[config.mk]
export PLATFORM = sky130hd
export DESIGN_NAME = pfc_packet_handler
export DESIGN_NICKNAME = d
export VERILOG_FILES = /design/src/pfc_pkg.sv /design/src/pfc_crc_whiten.sv /design/src/pfc_packet_handler.sv
export VERILOG_INCLUDE_DIRS = /design/src
export SDC_FILE = /design/constraint.sdc
export NUM_CORES = 1
export LEC_CHECK = 0
export BUFFER_PORTS_ARGS = -buffer_cell sky130_fd_sc_hd__buf_4
export CORE_ASPECT_RATIO = 2
export CORE_MARGIN = 4
export CORE_UTILIZATION = 55
export CTS_CLUSTER_DIAMETER = 200
export DETAILED_ROUTE_END_ITERATION = 16
export PLACE_DENSITY_LB_ADDON = 0.25
export SYNTH_ARGS = -nofsm -noshare
export SYNTH_HDL_FRONTEND = slang
export SYNTH_HIERARCHICAL = 1
export SYNTH_SLANG_ARGS = --single-unit
[constraint.sdc]
create_clock -name clk_sys_i -period 7.3 [get_ports clk_sys_i]
set_input_delay 0 -clock clk_sys_i [delete_from_list [all_inputs] [get_ports clk_sys_i]]
set_output_delay 0 -clock clk_sys_i [all_outputs]
set_load 0.02 [all_outputs]
[src/pfc_consts.svh]
// Purpose: shared constants of the packet filter and dc-free codec
// Assumes: included by bare name; definitions only
// Notes: field positions and encodings named here, types live in pfc_pkg
`ifndef PFC_CONSTS_SVH
`define PFC_CONSTS_SVH

`define PFC_FILT_OFF 2'b00
`define PFC_FILT_NODE 2'b01
`define PFC_FILT_ZERO 2'b10
`define PFC_FILT_BOTH 2'b11
`define PFC_ADDR_ZERO 8'h00
`define PFC_ADDR_ONES 8'hff
`define PFC_CRC_POLY 16'h1021
`define PFC_CRC_PRESET 16'hffff
`define PFC_WHT_PRESET 9'h1ff
`define PFC_WHT_TAP 5
`define PFC_ALL_ONES32 32'hffffffff
`define PFC_PH_DATA 2'b00
`define PFC_PH_CRC_HI 2'b01
`define PFC_PH_CRC_LO 2'b10
`define PFC_BYTE_BITS 6'h08
`define PFC_LAST_BIT 3'h7

`endif

[src/pfc_pkg.sv]
// Purpose: types shared by the packet filter and codec
// Assumes: pfc_consts.svh holds the numeric constants
// Notes: configuration arrives as plain ports bundled in one struct
package pfc_pkg;

    // static configuration, held by the host side
    typedef struct packed {
        logic sync_match_enable;
        logic [1:0] sync_word_size;        // bytes minus one
        logic [1:0] sync_error_tolerance;  // bit errors allowed
        logic [31:0] sync_word_value;      // msb sent first
        logic variable_length;             // 1: length byte format
        logic [6:0] payload_length_limit;
        logic [1:0] address_filter_mode;
        logic [7:0] node_address;
        logic checksum_enable;
        logic checksum_autoclear_disable;
        logic biphase_coding_enable;
        logic scrambler_enable;
        logic [6:0] bit_rate_value;        // chip period minus one, in clocks
    } pfc_cfg_t;

    // one-cycle event pulses
    typedef struct packed {
        logic sync_event;
        logic payload_ready_event;
        logic checksum_ok_event;
        logic fifo_clear;
        logic tx_done;
    } pfc_evt_t;

    typedef enum logic [2:0] {
        TX_IDLE = 3'b000,
        TX_SYNC = 3'b001,
        TX_LOAD = 3'b010,
        TX_BITS = 3'b011,
        TX_DONE = 3'b100
    } pfc_tx_state_t;

    typedef enum logic [1:0] {
        RX_IDLE = 2'b00,
        RX_HUNT = 2'b01,
        RX_BITS = 2'b10
    } pfc_rx_state_t;

endpackage
[src/pfc_crc_whiten.sv]
// Purpose: checksum register and scrambler lfsr shared by tx and rx
// Assumes: caller feeds plain nrz bits, msb first
// Notes: half duplex, so one instance serves both directions
`timescale 1ns/10ps
`include "pfc_consts.svh"
module pfc_crc_whiten (
    input wire logic clk_sys_i,
    input wire logic rst_i,
    input wire logic init_i,
    input wire logic crc_step_i,
    input wire logic wht_step_i,
    input wire logic data_bit_i,
    output logic [15:0] crc_o,
    output logic wht_bit_o
);
    import pfc_pkg::*;

    logic [15:0] crc_q, crc_d;  // running checksum
    logic [8:0] wht_q, wht_d;   // scrambler state
    logic fb;                   // checksum feedback

    // next state: preset on init, else step on request
    always_comb begin
        crc_d = crc_q;
        wht_d = wht_q;
        fb = crc_q[15] ^ data_bit_i;
        if (init_i) begin
            crc_d = `PFC_CRC_PRESET;
            wht_d = `PFC_WHT_PRESET;
        end else begin
            // preset of ones makes leading zeros change the result
            if (crc_step_i) begin
                crc_d = {crc_q[14:0], 1'b0} ^ (fb ? `PFC_CRC_POLY : 16'h0000);
            end
            if (wht_step_i) begin
                wht_d = {wht_q[0] ^ wht_q[`PFC_WHT_TAP], wht_q[8:1]};
            end
        end
    end

    // registers only
    always_ff @(posedge clk_sys_i or posedge rst_i) begin
        if (rst_i) begin
            crc_q <= `PFC_CRC_PRESET;
            wht_q <= `PFC_WHT_PRESET;
        end else begin
            crc_q <= crc_d;
            wht_q <= wht_d;
        end
    end

    assign crc_o = crc_q;
    assign wht_bit_o = wht_q[0];
endmodule

[src/pfc_packet_handler.sv]
// Purpose: packet filtering, checksum and dc-free coding between fifo and modem
// Assumes: fifo side on clk_sys_i; rx chip line is a pin
// Notes: half duplex; rx_mode_i selects the direction
`timescale 1ns/10ps
`include "pfc_consts.svh"
module pfc_packet_handler (
    input wire logic clk_sys_i,
    input wire logic rst_i,
    input wire pfc_pkg::pfc_cfg_t cfg_i,
    input wire logic rx_mode_i,
    input wire logic tx_start_i,
    input wire logic [7:0] tx_byte_i,
    input wire logic tx_byte_valid_i,
    output logic tx_byte_ready_o,
    output logic tx_chip_o,
    output logic tx_active_o,
    input wire logic rx_chip_i,
    output logic [7:0] rx_byte_o,
    output logic rx_byte_valid_o,
    output pfc_pkg::pfc_evt_t events_o,
    output logic checksum_result_flag_o
);
    import pfc_pkg::*;

    // chip timer and pin synchroniser
    logic [6:0] tick_q, tick_d;  // chip period down counter
    logic tick;                  // one chip period elapsed
    logic rx_meta_q, rx_chip_q;  // two-stage pin synchroniser

    // sync word geometry, common to both directions
    logic [4:0] sync_shift;      // (3 - size) * 8
    logic [5:0] sync_bits;       // sync word length in bits
    logic [31:0] sync_mask;
    logic [31:0] sync_exp;       // right aligned expected word

    // codec shared by both directions
    logic c_init, c_crc, c_wht, c_bit;
    logic t_init, t_crc, t_wht, t_bit;
    logic r_init, r_crc, r_wht, r_bit;
    logic [15:0] crc;
    logic wbit;

    // transmit state
    pfc_tx_state_t tst_q, tst_d;
    logic [31:0] tsh_q, tsh_d;   // sync and byte shifter, msb first
    logic [5:0] tbit_q, tbit_d;  // bits left in current field
    logic [7:0] tidx_q, tidx_d;  // payload byte index
    logic [7:0] ttot_q, ttot_d;  // payload byte total
    logic [1:0] tph_q, tph_d;    // data or checksum phase
    logic thalf_q, thalf_d;      // second biphase chip pending
    logic tcode_q, tcode_d;      // coded bit of current biphase pair
    logic tchip_q, tchip_d;
    logic tdone_q, tdone_d;
    logic tlen, tcoded, tadv;

    // receive state
    pfc_rx_state_t rst_q, rst_d;
    logic [31:0] rsh_q, rsh_d;   // hunt window
    logic [7:0] rbyte_q, rbyte_d;
    logic [2:0] rbit_q, rbit_d;
    logic [7:0] ridx_q, ridx_d;
    logic [7:0] rtot_q, rtot_d;
    logic [1:0] rph_q, rph_d;
    logic [7:0] rhi_q, rhi_d;    // received checksum high byte
    logic rhalf_q, rhalf_d;      // skip second biphase chip
    logic rflag_q, rflag_d;
    logic [7:0] rout_q, rout_d;
    logic rval_q, rval_d;
    pfc_evt_t revt_q, revt_d;
    logic [5:0] errs;            // sync bit errors in window
    logic [31:0] rwin;
    logic [7:0] b;               // completed byte
    logic [7:0] tot_eff;
    logic rlen, rplain, rtake, addr_ok, discard;

    // geometry: one configuration drives insert and filter
    always_comb begin
        sync_shift = {~cfg_i.sync_word_size, 3'b000};
        sync_bits = {({1'b0, cfg_i.sync_word_size} + 3'h1), 3'b000};
        sync_mask = `PFC_ALL_ONES32 >> sync_shift;
        sync_exp = cfg_i.sync_word_value >> sync_shift;
    end

    // chip timer: free running so rate stays fixed across all fields
    always_comb begin
        tick = (tick_q == 7'h00);
        tick_d = tick ? cfg_i.bit_rate_value : tick_q - 7'h01;
    end

    always_ff @(posedge clk_sys_i or posedge rst_i) begin
        if (rst_i) begin
            tick_q <= 7'h00;
            rx_meta_q <= 1'b0;
            rx_chip_q <= 1'b0;
        end else begin
            tick_q <= tick_d;
            rx_meta_q <= rx_chip_i;
            rx_chip_q <= rx_meta_q;
        end
    end

    // shared codec: tx owns it while a frame is out, else rx
    always_comb begin
        // tx presets while still idle when no sync word goes out, so take either side
        c_init = t_init || r_init;
        c_crc = tx_active_o ? t_crc : r_crc;
        c_wht = tx_active_o ? t_wht : r_wht;
        c_bit = tx_active_o ? t_bit : r_bit;
    end

    pfc_crc_whiten u_codec (
        .clk_sys_i(clk_sys_i),
        .rst_i(rst_i),
        .init_i(c_init),
        .crc_step_i(c_crc),
        .wht_step_i(c_wht),
        .data_bit_i(c_bit),
        .crc_o(crc),
        .wht_bit_o(wbit)
    );

    // transmit next state
    always_comb begin
        tst_d = tst_q;
        tsh_d = tsh_q;
        tbit_d = tbit_q;
        tidx_d = tidx_q;
        ttot_d = ttot_q;
        tph_d = tph_q;
        thalf_d = thalf_q;
        tcode_d = tcode_q;
        tchip_d = tchip_q;
        tdone_d = 1'b0;
        tx_byte_ready_o = 1'b0;
        t_init = 1'b0;
        t_crc = 1'b0;
        t_wht = 1'b0;
        t_bit = tsh_q[31];
        tadv = 1'b0;
        // length byte is scrambled but kept out of the checksum
        tlen = cfg_i.variable_length && tidx_q == 8'h00 && tph_q == `PFC_PH_DATA;
        tcoded = tsh_q[31] ^ (cfg_i.scrambler_enable & wbit);
        case (tst_q)
            TX_IDLE: begin
                if (tx_start_i && !rx_mode_i) begin
                    tsh_d = cfg_i.sync_word_value; // top bytes go out first
                    tbit_d = sync_bits;
                    tidx_d = 8'h00;
                    ttot_d = {1'b0, cfg_i.payload_length_limit};
                    tph_d = `PFC_PH_DATA;
                    thalf_d = 1'b0;
                    if (cfg_i.sync_match_enable) begin
                        tst_d = TX_SYNC;
                    end else begin
                        t_init = 1'b1;
                        tst_d = TX_LOAD;
                    end
                end
            end
            TX_SYNC: begin
                // sync chips go out plain nrz
                if (tick) begin
                    tchip_d = tsh_q[31];
                    tsh_d = tsh_q << 1;
                    tbit_d = tbit_q - 6'h01;
                    if (tbit_q == 6'h01) begin
                        t_init = 1'b1;
                        tst_d = TX_LOAD;
                    end
                end
            end
            TX_LOAD: begin
                tbit_d = `PFC_BYTE_BITS;
                if (tph_q == `PFC_PH_DATA) begin
                    // host stalls the line if the fifo runs dry
                    tx_byte_ready_o = 1'b1;
                    if (tx_byte_valid_i) begin
                        tsh_d = {tx_byte_i, 24'h000000};
                        if (tlen) begin
                            ttot_d = tx_byte_i + 8'h01;
                        end
                        tst_d = TX_BITS;
                    end
                end else if (tph_q == `PFC_PH_CRC_HI) begin
                    tsh_d = {~crc[15:8], 24'h000000};
                    tst_d = TX_BITS;
                end else begin
                    tsh_d = {~crc[7:0], 24'h000000};
                    tst_d = TX_BITS;
                end
            end
            TX_BITS: begin
                if (tick && !thalf_q) begin
                    tchip_d = tcoded;
                    t_wht = 1'b1;
                    t_crc = cfg_i.checksum_enable && tph_q == `PFC_PH_DATA && !tlen;
                    if (cfg_i.biphase_coding_enable) begin
                        thalf_d = 1'b1;
                        tcode_d = tcoded;
                    end else begin
                        tadv = 1'b1;
                    end
                end else if (tick) begin
                    tchip_d = ~tcode_q;
                    thalf_d = 1'b0;
                    tadv = 1'b1;
                end
                if (tadv) begin
                    tsh_d = tsh_q << 1;
                    tbit_d = tbit_q - 6'h01;
                    if (tbit_q == 6'h01) begin
                        tst_d = TX_LOAD;
                        if (tph_q == `PFC_PH_DATA && tidx_q + 8'h01 != ttot_q) begin
                            tidx_d = tidx_q + 8'h01;
                        end else if (tph_q == `PFC_PH_DATA && cfg_i.checksum_enable) begin
                            tph_d = `PFC_PH_CRC_HI;
                        end else if (tph_q == `PFC_PH_CRC_HI) begin
                            tph_d = `PFC_PH_CRC_LO;
                        end else begin
                            tst_d = TX_DONE;
                        end
                    end
                end
            end
            TX_DONE: begin
                tdone_d = 1'b1;
                tst_d = TX_IDLE;
            end
            default: tst_d = TX_IDLE;
        endcase
    end

    always_ff @(posedge clk_sys_i or posedge rst_i) begin
        if (rst_i) begin
            tst_q <= TX_IDLE;
            tsh_q <= 32'h00000000;
            tbit_q <= 6'h00;
            tidx_q <= 8'h00;
            ttot_q <= 8'h00;
            tph_q <= `PFC_PH_DATA;
            thalf_q <= 1'b0;
            tcode_q <= 1'b0;
            tchip_q <= 1'b0;
            tdone_q <= 1'b0;
        end else begin
            tst_q <= tst_d;
            tsh_q <= tsh_d;
            tbit_q <= tbit_d;
            tidx_q <= tidx_d;
            ttot_q <= ttot_d;
            tph_q <= tph_d;
            thalf_q <= thalf_d;
            tcode_q <= tcode_d;
            tchip_q <= tchip_d;
            tdone_q <= tdone_d;
        end
    end

    // receive next state
    always_comb begin
        rst_d = rst_q;
        rsh_d = rsh_q;
        rbyte_d = rbyte_q;
        rbit_d = rbit_q;
        ridx_d = ridx_q;
        rtot_d = rtot_q;
        rph_d = rph_q;
        rhi_d = rhi_q;
        rhalf_d = rhalf_q;
        rflag_d = rflag_q;
        rout_d = rout_q;
        rval_d = 1'b0;
        revt_d = '0;
        r_init = 1'b0;
        r_crc = 1'b0;
        r_wht = 1'b0;
        discard = 1'b0;
        rwin = {rsh_q[30:0], rx_chip_q};
        errs = 6'h00;
        for (int i = 0; i < 32; i++) begin
            errs = errs + {5'h00, (rwin[i] ^ sync_exp[i]) & sync_mask[i]};
        end
        rplain = rx_chip_q ^ (cfg_i.scrambler_enable & wbit);
        r_bit = rplain;
        b = {rbyte_q[6:0], rplain};
        rlen = cfg_i.variable_length && ridx_q == 8'h00 && rph_q == `PFC_PH_DATA;
        tot_eff = rlen ? b + 8'h01 : rtot_q;
        // first chip of a biphase pair carries the bit, second is skipped
        rtake = !cfg_i.biphase_coding_enable || !rhalf_q;
        addr_ok = b == cfg_i.node_address
            || (cfg_i.address_filter_mode[1] && b == `PFC_ADDR_ZERO)
            || (cfg_i.address_filter_mode == `PFC_FILT_BOTH && b == `PFC_ADDR_ONES);
        case (rst_q)
            RX_IDLE: begin
                if (rx_mode_i && !tx_active_o && cfg_i.sync_match_enable) begin
                    rsh_d = ~sync_exp;
                    rst_d = RX_HUNT;
                end
            end
            RX_HUNT: begin
                // no match means no event and nothing stored
                if (!rx_mode_i) begin
                    rst_d = RX_IDLE;
                end else if (tick) begin
                    rsh_d = rwin;
                    if (errs <= {4'h0, cfg_i.sync_error_tolerance}) begin
                        revt_d.sync_event = 1'b1;
                        r_init = 1'b1;
                        ridx_d = 8'h00;
                        rtot_d = {1'b0, cfg_i.payload_length_limit};
                        rph_d = `PFC_PH_DATA;
                        rbit_d = 3'h0;
                        rhalf_d = 1'b0;
                        rst_d = RX_BITS;
                    end
                end
            end
            RX_BITS: begin
                if (!rx_mode_i) begin
                    rst_d = RX_IDLE;
                end else if (tick && !rtake) begin
                    rhalf_d = 1'b0;
                end else if (tick) begin
                    rhalf_d = cfg_i.biphase_coding_enable;
                    r_wht = 1'b1;
                    r_crc = cfg_i.checksum_enable && rph_q == `PFC_PH_DATA && !rlen;
                    rbyte_d = b;
                    rbit_d = rbit_q + 3'h1;
                    if (rbit_q == `PFC_LAST_BIT) begin
                        if (rph_q == `PFC_PH_DATA) begin
                            if (rlen && b >= {1'b0, cfg_i.payload_length_limit}) begin
                                discard = 1'b1;
                            end
                            if (ridx_q == {7'h00, cfg_i.variable_length}
                                && cfg_i.address_filter_mode != `PFC_FILT_OFF && !addr_ok) begin
                                discard = 1'b1;
                            end
                            if (!discard) begin
                                rout_d = b;
                                rval_d = 1'b1;
                                rtot_d = tot_eff;
                                ridx_d = ridx_q + 8'h01;
                                if (ridx_q + 8'h01 == tot_eff) begin
                                    if (cfg_i.checksum_enable) begin
                                        rph_d = `PFC_PH_CRC_HI;
                                    end else begin
                                        revt_d.payload_ready_event = 1'b1;
                                        rsh_d = ~sync_exp;
                                        rst_d = RX_HUNT;
                                    end
                                end
                            end
                        end else if (rph_q == `PFC_PH_CRC_HI) begin
                            rhi_d = b;
                            rph_d = `PFC_PH_CRC_LO;
                        end else begin
                            rflag_d = ({rhi_q, b} == ~crc);
                            if ({rhi_q, b} == ~crc) begin
                                revt_d.payload_ready_event = 1'b1;
                                revt_d.checksum_ok_event = 1'b1;
                            end else if (cfg_i.checksum_autoclear_disable) begin
                                revt_d.payload_ready_event = 1'b1;
                            end else begin
                                revt_d.fifo_clear = 1'b1;
                            end
                            rsh_d = ~sync_exp;
                            rst_d = RX_HUNT;
                        end
                        if (discard) begin
                            revt_d.fifo_clear = 1'b1;
                            rsh_d = ~sync_exp;
                            rst_d = RX_HUNT;
                        end
                    end
                end
            end
            default: rst_d = RX_IDLE;
        endcase
    end

    always_ff @(posedge clk_sys_i or posedge rst_i) begin
        if (rst_i) begin
            rst_q <= RX_IDLE;
            rsh_q <= 32'h00000000;
            rbyte_q <= 8'h00;
            rbit_q <= 3'h0;
            ridx_q <= 8'h00;
            rtot_q <= 8'h00;
            rph_q <= `PFC_PH_DATA;
            rhi_q <= 8'h00;
            rhalf_q <= 1'b0;
            rflag_q <= 1'b0;
            rout_q <= 8'h00;
            rval_q <= 1'b0;
            revt_q <= '0;
        end else begin
            rst_q <= rst_d;
            rsh_q <= rsh_d;
            rbyte_q <= rbyte_d;
            rbit_q <= rbit_d;
            ridx_q <= ridx_d;
            rtot_q <= rtot_d;
            rph_q <= rph_d;
            rhi_q <= rhi_d;
            rhalf_q <= rhalf_d;
            rflag_q <= rflag_d;
            rout_q <= rout_d;
            rval_q <= rval_d;
            revt_q <= revt_d;
        end
    end

    // outputs
    always_comb begin
        tx_active_o = (tst_q != TX_IDLE);
        tx_chip_o = tchip_q;
        rx_byte_o = rout_q;
        rx_byte_valid_o = rval_q;
        checksum_result_flag_o = rflag_q;
        events_o = revt_q;
        events_o.tx_done = tdone_q;
    end
endmodule

**After elaboration in Yosys (flattened, before gate mapping)**

Index checks and enable logic that the tools add are counted.

- Register bits after elaboration: 181
- Input bits: 80
- Output and inout port bits: 18
- Word-level logic and storage cells: 482

- $add $sub $neg: 39
- Order comparisons: 2
- Eq/ne operators: 59
- Shift operators: 2
- Muxes and demuxes: 200
- Bitwise gates (word level): 80
- Reduce and logical (&&, ||, !) cells: 69

Operator list:

| kind | count |
|---|---|
| $mux W31 | 13 |
| $mux W8 | 27 |
| $mux W32 | 6 |
| $add A6 B1 Y6 | 26 |
| $pmux W32 S4 | 1 |
| $pmux W31 S3 | 1 |
| $mux W1 | 73 |
| $mux W2 | 34 |
| $mux W3 | 22 |
| $pmux W8 S2 | 4 |
| $ne A3 B3 Y1 const B | 14 |
| $ne A2 B2 Y1 const B | 20 |
| $xor A1 B1 Y1 | 36 |
| $and A1 B1 Y1 | 33 |
| $add A8 B1 Y8 const B | 4 |
| $mux W16 | 2 |
| $shr A32 B5 Y32 | 1 |
| $shr A32 B5 Y32 const A | 1 |
| $not A31 Y31 | 1 |
| $reduce_and A7 Y1 | 4 |
| $logic_not A8 Y1 | 3 |
| $pmux W6 S4 | 1 |
| $reduce_and A12 Y1 | 2 |
| $ne A5 B5 Y1 const B | 4 |
| other kinds (51) | 118 |

**Depth between registers and ports, before layout**

Gate-level depths: netlist (run 1).

- Word-level depth: 42
- Mapped depth: 30
- Depth with buffers taken out: 25

**Modules after synthesis**

Netlist (run 1), hierarchy kept.

By module, submodules not included:

| module | times used | cells an instance | area each (µm²) | seq. area each (µm²) |
|---|---|---|---|---|
| pfc_packet_handler | 1 | 1,297 | 11,466.0 | 3,903.7 |
| pfc_crc_whiten | 1 | 87 | 1,137.3 | 656.9 |

**Worst setup path after synthesis (run 1)**

Ideal clock, no wire load.

- Path type: input port to flip-flop
- Start point: input port cfg_i[64] (netlist bit)
- End point: register rtot_q[5]
- Setup time: 0.126 ns
- Arrival time: 7.101 ns
- Data required time: 7.174 ns
- Setup slack: 0.073 ns
- Stages: 26
- Buffers on the path: 4
- Cells stage by stage: clkbuf_1 > clkbuf_1 > clkbuf_1 > a211oi_1 > a21oi_1 > xnor2_1 > fa_1 > fa_1 > fa_1 > inv_1 > fa_1 > fa_1 > fa_1 > ha_1 > inv_1 > fa_1 > inv_1 > ha_1 > nor2b_1 > o21ai_0 > nand3_1 > o22ai_1 > nand3_1 > or2_0 > buf_2 > o32a_1

- Cells in the longest elaborated chain, start to end: 38
- Elaborated cells on any way between the ends: 101
- Classes of those cells: add/sub (31); order compare (1); eq/ne (1); shift (2); bitwise (65); reduce/logical (1)

Ends and longest elaborated chain:

| element | line | RTL |
|---|---|---|
| start: declaration | pfc_packet_handler.sv:9 | `input wire pfc_pkg::pfc_cfg_t cfg_i,` |
| $not A2 Y2 * | pfc_packet_handler.sv:78 | `sync_shift = {~cfg_i.sync_word_size, 3'b000};` |
| $shr A32 B5 Y32 | pfc_packet_handler.sv:81 | `sync_exp = cfg_i.sync_word_value >> sync_shift;` |
| $xor A1 B1 Y1 | pfc_packet_handler.sv:281 | `errs = errs + {5'h00, (rwin[i] ^ sync_exp[i]) & sync_mask[i]};` |
| $and A1 B1 Y1 | pfc_packet_handler.sv:281 |  |
| $add A1 B1 Y2 | pfc_packet_handler.sv:281 |  |
| $add A2 B1 Y3 | pfc_packet_handler.sv:281 |  |
| $add A3 B1 Y4 | pfc_packet_handler.sv:281 |  |
| $add A4 B1 Y5 | pfc_packet_handler.sv:281 |  |
| $add A5 B1 Y6 | pfc_packet_handler.sv:281 |  |
| $add A6 B1 Y6 (25 in a row) | pfc_packet_handler.sv:281 |  |
| $add A6 B1 Y6 * | pfc_packet_handler.sv:281 |  |
| $le A6 B2 Y1 * | pfc_packet_handler.sv:306 | `if (errs <= {4'h0, cfg_i.sync_error_tolerance}) begin` |
| $ne A2 B2 Y1 (no source line) * | -- |  |
| $reduce_and A10 Y1 (no source line) * | -- |  |
| end signal: assignment | pfc_packet_handler.sv:402 | `rtot_q <= rtot_d;` |
| end: declaration | pfc_packet_handler.sv:62 | `logic [7:0] rtot_q, rtot_d;` |

Mark *: on every way between the ends. The rest lies on a longest branch, timed or not.
A chain may end at the register's enable or synchronous reset.

**Worst setup path after layout (run 1)**

- Start point: input port cfg_i[52] (netlist bit)
- End point: register rst_q[1]

- Cells in the longest elaborated chain, start to end: 31
- Elaborated cells on any way between the ends: 37
- Classes of those cells: add/sub (25); order compare (1); eq/ne (1); shift (1); bitwise (8); reduce/logical (1)

Ends and longest elaborated chain:

| element | line | RTL |
|---|---|---|
| $shr A32 B5 Y32 * | pfc_packet_handler.sv:81 |  |
| $xor A1 B1 Y1 | pfc_packet_handler.sv:281 |  |
| $and A1 B1 Y1 | pfc_packet_handler.sv:281 |  |
| $add A6 B1 Y6 (24 in a row) | pfc_packet_handler.sv:281 |  |
| $add A6 B1 Y6 * | pfc_packet_handler.sv:281 |  |
| $le A6 B2 Y1 * | pfc_packet_handler.sv:306 |  |
| $ne A3 B3 Y1 (no source line) * | -- |  |
| $reduce_and A10 Y1 (no source line) * | -- |  |
| end signal: assignment | pfc_packet_handler.sv:397 | `rst_q <= rst_d;` |
| end: declaration | pfc_packet_handler.sv:57 | `pfc_rx_state_t rst_q, rst_d;` |

Marked as above.

==> flow_metrics.tcl, run 1 <==
set metrics [dict create \
    power_leakage_nw 6.354 \
    synth_compound_area_frac 0.2245 \
    hp-class "primary input to flip-flop" \
    power.density_mw_per_mm2 338.8 \
    fin_crit_ns 6.943 \
    grt_max_degree 87 \
    dieArea_sq_mm 0.02555 \
    fp.coreArea_sq_mm 0.02264 \
    ys_seq_elements 181 \
    fin_ws_ns 0.3573 \
    synthCells 1384 \
    num_vias 11304 \
    outcome "completed" \
    start_kind "primary input" \
    worstPathMaxFanout 4 \
    antenna_found_initial 0 \
    vdd.ir_drop.worst_v 0.0004711 \
    mostFrequentLayoutCell "dfrtp_1" \
    syn_nets 1518 \
    ys_seq_area_frac 0.3619 \
    max_stage_delay_ns 0.56 \
    synth_top_flop_cell "dfrtp_1" \
    insertion_delay_ns 0.46 \
    synthAdderAreaFrac 0.06790 \
    cts-root-buf "clkbuf_16" \
    synthArstFlopShare 1.000 \
    vias_per_cell 6.372 \
    grt_pass1_wl_um 60350 \
    cts_max_path_buffers 2 \
    clkSinkCount 181 \
    fin_skew_ns 0.01023 \
    gp_congestion 0.9724 \
    die_h_um 222.1 \
    clkSlewWorstSetupHoldPaths_ns 0.07 \
    synth_top_family_by_area "compound AO/OA/AOI/OAI gates" \
    cts_buffers 17 \
    grt_setup_unrepaired "false" \
    grt-ovfl-total 0 \
    cp-end-kind "flip-flop" \
    drtIter0Drc 924 \
    timing.final.max_slew_violations 0 \
    cts_tree "done" \
    wl_per_cell_um 21.65 \
    finalSetupViolCount 0 \
    syn_area_sq_mm 0.01260 \
    path_class "primary input to flip-flop" \
    port-buffer-count 97 \
    rows 78 \
    start_util 0.5566 \
    die_w_um 115.0 \
    diodes 0 \
    synthXorXnorAreaFrac 0.06741 \
    cp.arrival_ns 7.28 \
    fmax_mhz 144.0 \
    ys_warn_count 6 \
    final_cell_area_sq_mm 0.01459 \
    cp_data_required_time_ns 7.64 \
    syn_area_per_cell_sq_um 9.106 \
    io_pins 98 \
    firstDrtPassIters 5 \
    drc 0 \
    dpl_cell_area_sq_mm 0.01345 \
    synthSimpleGateAreaFrac 0.1705 \
    synthDistinctLibCells 91 \
    synth_edf_count 0 \
    nets 1615 \
    final_antenna_net_count 0 \
    routed_wl_um 38410 \
    crit_path_frequent_cell "fa_1" \
    critPathSlowestCell "fa_1" \
    grt_pass1_vias 11145 \
    worstMarginPinSlew_ns 1.231 \
    maxSlewHeadroom 0.1754 \
    muxShareOfSynthArea 0.04805 \
    grtUsageTotal 0.3032 \
    hold_viol 0 \
    place_hpwl_um 27690 \
    layout-drive-gt1-share 0.1647 \
    cap_violations 0 \
    cts_max_level 4 \
    layout_common_cells "dfrtp_1, nor2_1, nand2_1" \
    period_share 0.9511 \
    syn_to_final_growth_pct 15.72 \
    post-place-ws_ns 0.003441 \
    setup_tns_ns 0 \
]
-- area by class of cell --
class / count / area (sq um)
tap: 280 / 350.3
clock buffer: 18 / 429.2
timing repair buffer: 176 / 1469
fill: 1892 / 8056
sequential: 181 / 4561
inverter: 77 / 294.0
clock inverter: 14 / 128.9
multi-input combinational: 1028 / 7353
-- through the flow --
step	utilization	hold WS (ns)	instances	power, mW
global route	0.6442	0.04667	1774	5.344
finish	0.6442	0.02398	1774	4.942
floorplan	-	0.03143	1384	3.370
CTS	0.6424	0.01193	1773	4.918
detailed placement	0.5939	0.1129	1687	3.971
global placement	0.5939	0.1112	1687	3.876
-- metal layers --
metal	global-route usage	vias to the layer above	wire [um]
met1	0.3285	5477	13520
met5	0	-	0
met4	0.2130	0	2939
met2	0.5268	468	20010
li1	-	5203	-
met3	0.04370	156	1944
-- path summary, 6_finish.rpt --
check	cells past startpoint	end	from	slack, ns
setup / recovery	25	rst_q[1]	cfg_i[52]	0.36
hold / removal	3	tsh_q[31]	cfg_i[60]	0.02
setup reg to reg	22	rst_q[1]	rsh_q[16]	0.58
hold reg to reg	0	rx_chip_q	rx_meta_q	0.36
max in group asynchronous	4	tidx_q[4]	rst_i	5.56
min in group asynchronous	3	rsh_q[24]	rst_i	0.26
-- power by group --
part           total, mW  internal, mW  switching, mW
Combinational       2.44          1.07           1.37
Sequential          1.59          1.31          0.280
Clock              0.906         0.474          0.433
-- flip-flops by register name, indices dropped and copies added, names as in the netlist, 2 cells and up --
signal and flops:
ridx_q 8, rph_q 2, rbit_q 3, ttot_q 8, rtot_q 8, u_codec/wht_q 9
u_codec/crc_o 16, tst_q 3, tsh_q 32, rbyte_q 7, rsh_q 31, rst_q 2
rx_byte_o 8, events_o 4, tidx_q 8, rhi_q 8, tbit_q 6, tick_q 7
tph_q 2
-- critical path, delay by kind of cell --
| family | cells | cell delay, ns |
|---|---|---|
| simple gates | 3 | 0.45 |
| fa+ha+maj | 9 | 4.00 |
| buf+inv | 5 | 0.86 |
| compound gates | 7 | 1.71 |
| xor+xnor | 1 | 0.26 |
-- cells in the mapped netlist, types with 5 or more instances --
cell        n  area share
a211o_1    28       0.019
or3_1       9      0.0045
dfstp_2    25       0.052
nor2_1    131       0.039
a21oi_1    56       0.022
o21a_1     10      0.0060
nand2_1   122       0.036
mux2_2     28       0.025
o21ai_0    77       0.031
clkbuf_1   67       0.020
nand3_1    31       0.012
nor3_1     14      0.0056
o31ai_1     8      0.0048
ha_1       30       0.030
a221oi_1   24       0.017
dfrtp_1   156        0.31
mux2i_1    29       0.023
o22a_1      9      0.0063
and2_1      6      0.0030
nand4_1    13      0.0065
a211oi_1    8      0.0048
o22ai_1    19      0.0094
nor4_1     10      0.0050
nand2b_1   12      0.0060
nor3_2      5      0.0040
o311a_1     8      0.0064
o311ai_1    7      0.0049
xnor2_1    49       0.034
buf_2      14      0.0056
a32oi_1    19       0.013
a31oi_1    12      0.0060
buf_4       6      0.0036
o21ai_1     6      0.0024
xor2_1     40       0.028
inv_1      75       0.022
nor2b_1    50       0.025
o211ai_1   18       0.011
buf_6       6      0.0054
o311ai_0   32       0.022
fa_1       24       0.038
-- cell families after synthesis --
family	after synthesis
flip-flops	181
multiplexers	57
buffers and inverters	175
AND/OR/NAND/NOR	436
adder cells (fa/ha/maj)	54
XOR/XNOR	92
AO/OA/AOI/OAI	389
-- repair_timing --
action,4_1_cts,5_1_grt
setup buffers,0,1
hold endpoints to repair,150,0
setup endpoints to repair,0,8
hold buffers,54,0
resized for setup,0,9
Power figures use the tool's default switching activity.
==> inputs of run 2 (changes only) <==
Settings changed: RECOVER_POWER from default to 25, TNS_END_PERCENT from default to 20.
==> run 2 against run 1 <==
Against the previous run: the flow now finishes with violations (capacitance limit, slew limit); sequential share of layout area is essentially flat; register-to-register slack about the same; final area hardly changed; die area is the same; core utilization is essentially flat; count of clock-buffer cells in the layout is the same; sequential power about the same; clock skew down 0.0011 ns; critical path depth grew 2; fmax is essentially flat; largest cell class unchanged; largest power group unchanged.
==> flow_metrics.tcl, run 2 (same netlist as run 1, synthesis figures left out) <==
set metrics [dict create \
    worstMarginPinSlew_ns 4.042 \
    fmax_mhz 144.0 \
    switching_share 0.4208 \
    diodes 0 \
    grt_setup_unrepaired "false" \
    port-buffer-count 97 \
    firstDrtPassIters 6 \
    p_int_mw 2.857 \
    outcome "finished, violations left" \
    die_w_um 115.0 \
    gp_congestion 0.9724 \
    largest_reg_flops 32 \
    dieArea_sq_mm 0.02555 \
    max_stage_delay_ns 0.55 \
    nets 1615 \
    cts_tree "done" \
    vias_per_cell 6.383 \
    io_pins 98 \
    cts_buffers 17 \
    power_mw 4.932 \
    syn_to_final_growth_pct 15.67 \
    hp-class "primary input to flip-flop" \
    finalSetupViolCount 0 \
    final_antenna_net_count 0 \
    combPwrFrac 0.494 \
    fin_skew_ns 0.009117 \
    fin_crit_ns 6.944 \
    cts-root-buf "clkbuf_16" \
    power_leakage_nw 6.345 \
    period_share 0.9512 \
    start_kind "primary input" \
    layout-drive-gt1-share 0.1640 \
    cts_max_level 4 \
    worstPathMaxFanout 5 \
    maxSlewHeadroom -1.710 \
    p_sw_mw 2.075 \
    drc 0 \
    clkSinkCount 181 \
    start_util 0.5566 \
    rows 78 \
    drtIter0Drc 922 \
    critPathSlowestCell "fa_1" \
    clkSlewWorstSetupHoldPaths_ns 0.07 \
    grt-ovfl-total 0 \
    place_hpwl_um 27690 \
    antenna_found_initial 0 \
    cp_data_required_time_ns 7.64 \
    path_class "primary input to flip-flop" \
    regMostFlops "tsh_q" \
    wl_per_cell_um 21.66 \
    insertion_delay_ns 0.46 \
    violations "capacitance limit, slew limit" \
    cts_max_path_buffers 2 \
    dpl_cell_area_sq_mm 0.01345 \
    grt_max_degree 87 \
    setup_tns_ns 0 \
    num_vias 11324 \
    grt_pass1_vias 11145 \
    grtUsageTotal 0.3032 \
    crit_path_frequent_cell "fa_1" \
    clkPwrFrac 0.184 \
    routed_wl_um 38430 \
    die_h_um 222.1 \
    pwr-share-seq 0.323 \
    final_cell_area_sq_mm 0.01458 \
    r2r_cells 22 \
    layout_common_cells "dfrtp_1, nor2_1, nand2_1" \
    cp.arrival_ns 7.28 \
    grt_pass1_wl_um 60350 \
    mostFrequentLayoutCell "dfrtp_1" \
    power.density_mw_per_mm2 338.3 \
    fp.coreArea_sq_mm 0.02264 \
    timing.final.max_slew_violations 87 \
    cp-end-kind "flip-flop" \
    hold_path_depth 3 \
    cap_violations 1 \
    hold_viol 0 \
    vdd.ir_drop.worst_v 0.0004641 \
]
[run 2: power by group through the flow]
stage | logic [mW] | registers (mW) | clock network [mW]
after detailed placement | 2.37 | 1.60 | 0
after global routing | 2.76 | 1.63 | 0.961
final | 2.43 | 1.59 | 0.905
after global placement | 2.28 | 1.59 | 0
after floorplan | 1.89 | 1.48 | 0
after CTS | 2.41 | 1.59 | 0.919
[run 2: worst paths after layout]
path,start,end,slack (ns)
min in group asynchronous,rst_i,u_codec/wht_q[0],0.73
setup / recovery,cfg_i[58],rst_q[1],0.36
max in group asynchronous,rst_i,tidx_q[4],3.75
hold / removal,cfg_i[60],tsh_q[31],0.03
setup reg to reg,rsh_q[16],rst_q[1],0.58
hold reg to reg,rx_meta_q,rx_chip_q,0.36
[run 2: timing repair]
item / CTS / global route
buffers inserted: 0 / 1
hold buffers: 54 / 0
resized for setup: 0 / 9
hold endpoints to repair: 150 / 0
setup endpoints to repair: 0 / 8
[run 2: area by class of cell]
| cell class | count | area, sq um |
|---|---|---|
| fillers | 1890 | 8064 |
| multi-input cells | 1028 | 7353 |
| flip-flops and latches | 181 | 4561 |
| repair buffers | 176 | 1465 |
| clock buffers | 18 | 429.2 |
| well taps | 280 | 350.3 |
| inverters | 77 | 290.3 |
| clock inverters | 14 | 128.9 |
[run 2: through the flow]
stage	worst slack [ns]	utilization	cells	hold slack (ns)
2_1_floorplan	0.07346	-	1384	0.03143
3_3_place_gp	0.2452	0.5939	1687	0.1112
3_5_place_dp	0.003441	0.5939	1687	0.1129
4_1_cts	0.3188	0.6424	1773	0.01193
5_1_grt	0.02809	0.6438	1774	0.04667
6_report	0.3559	0.6438	1774	0.02758
[run 2: layer usage]
layer,vias up,GRT usage,wire length [um]
met5,-,0,0
li1,5214,-,-
met1,5485,0.3285,13670
met3,155,0.04370,1904
met2,470,0.5268,19980
met4,0,0.2130,2883
[run 2: critical path: cells and delay by family]
family / cells / cell delay, ns
fa+ha+maj: 9 / 3.98
compound gates: 6 / 1.50
buf+inv: 6 / 0.93
simple gates: 4 / 0.51
mux: 1 / 0.22
xor+xnor: 1 / 0.14
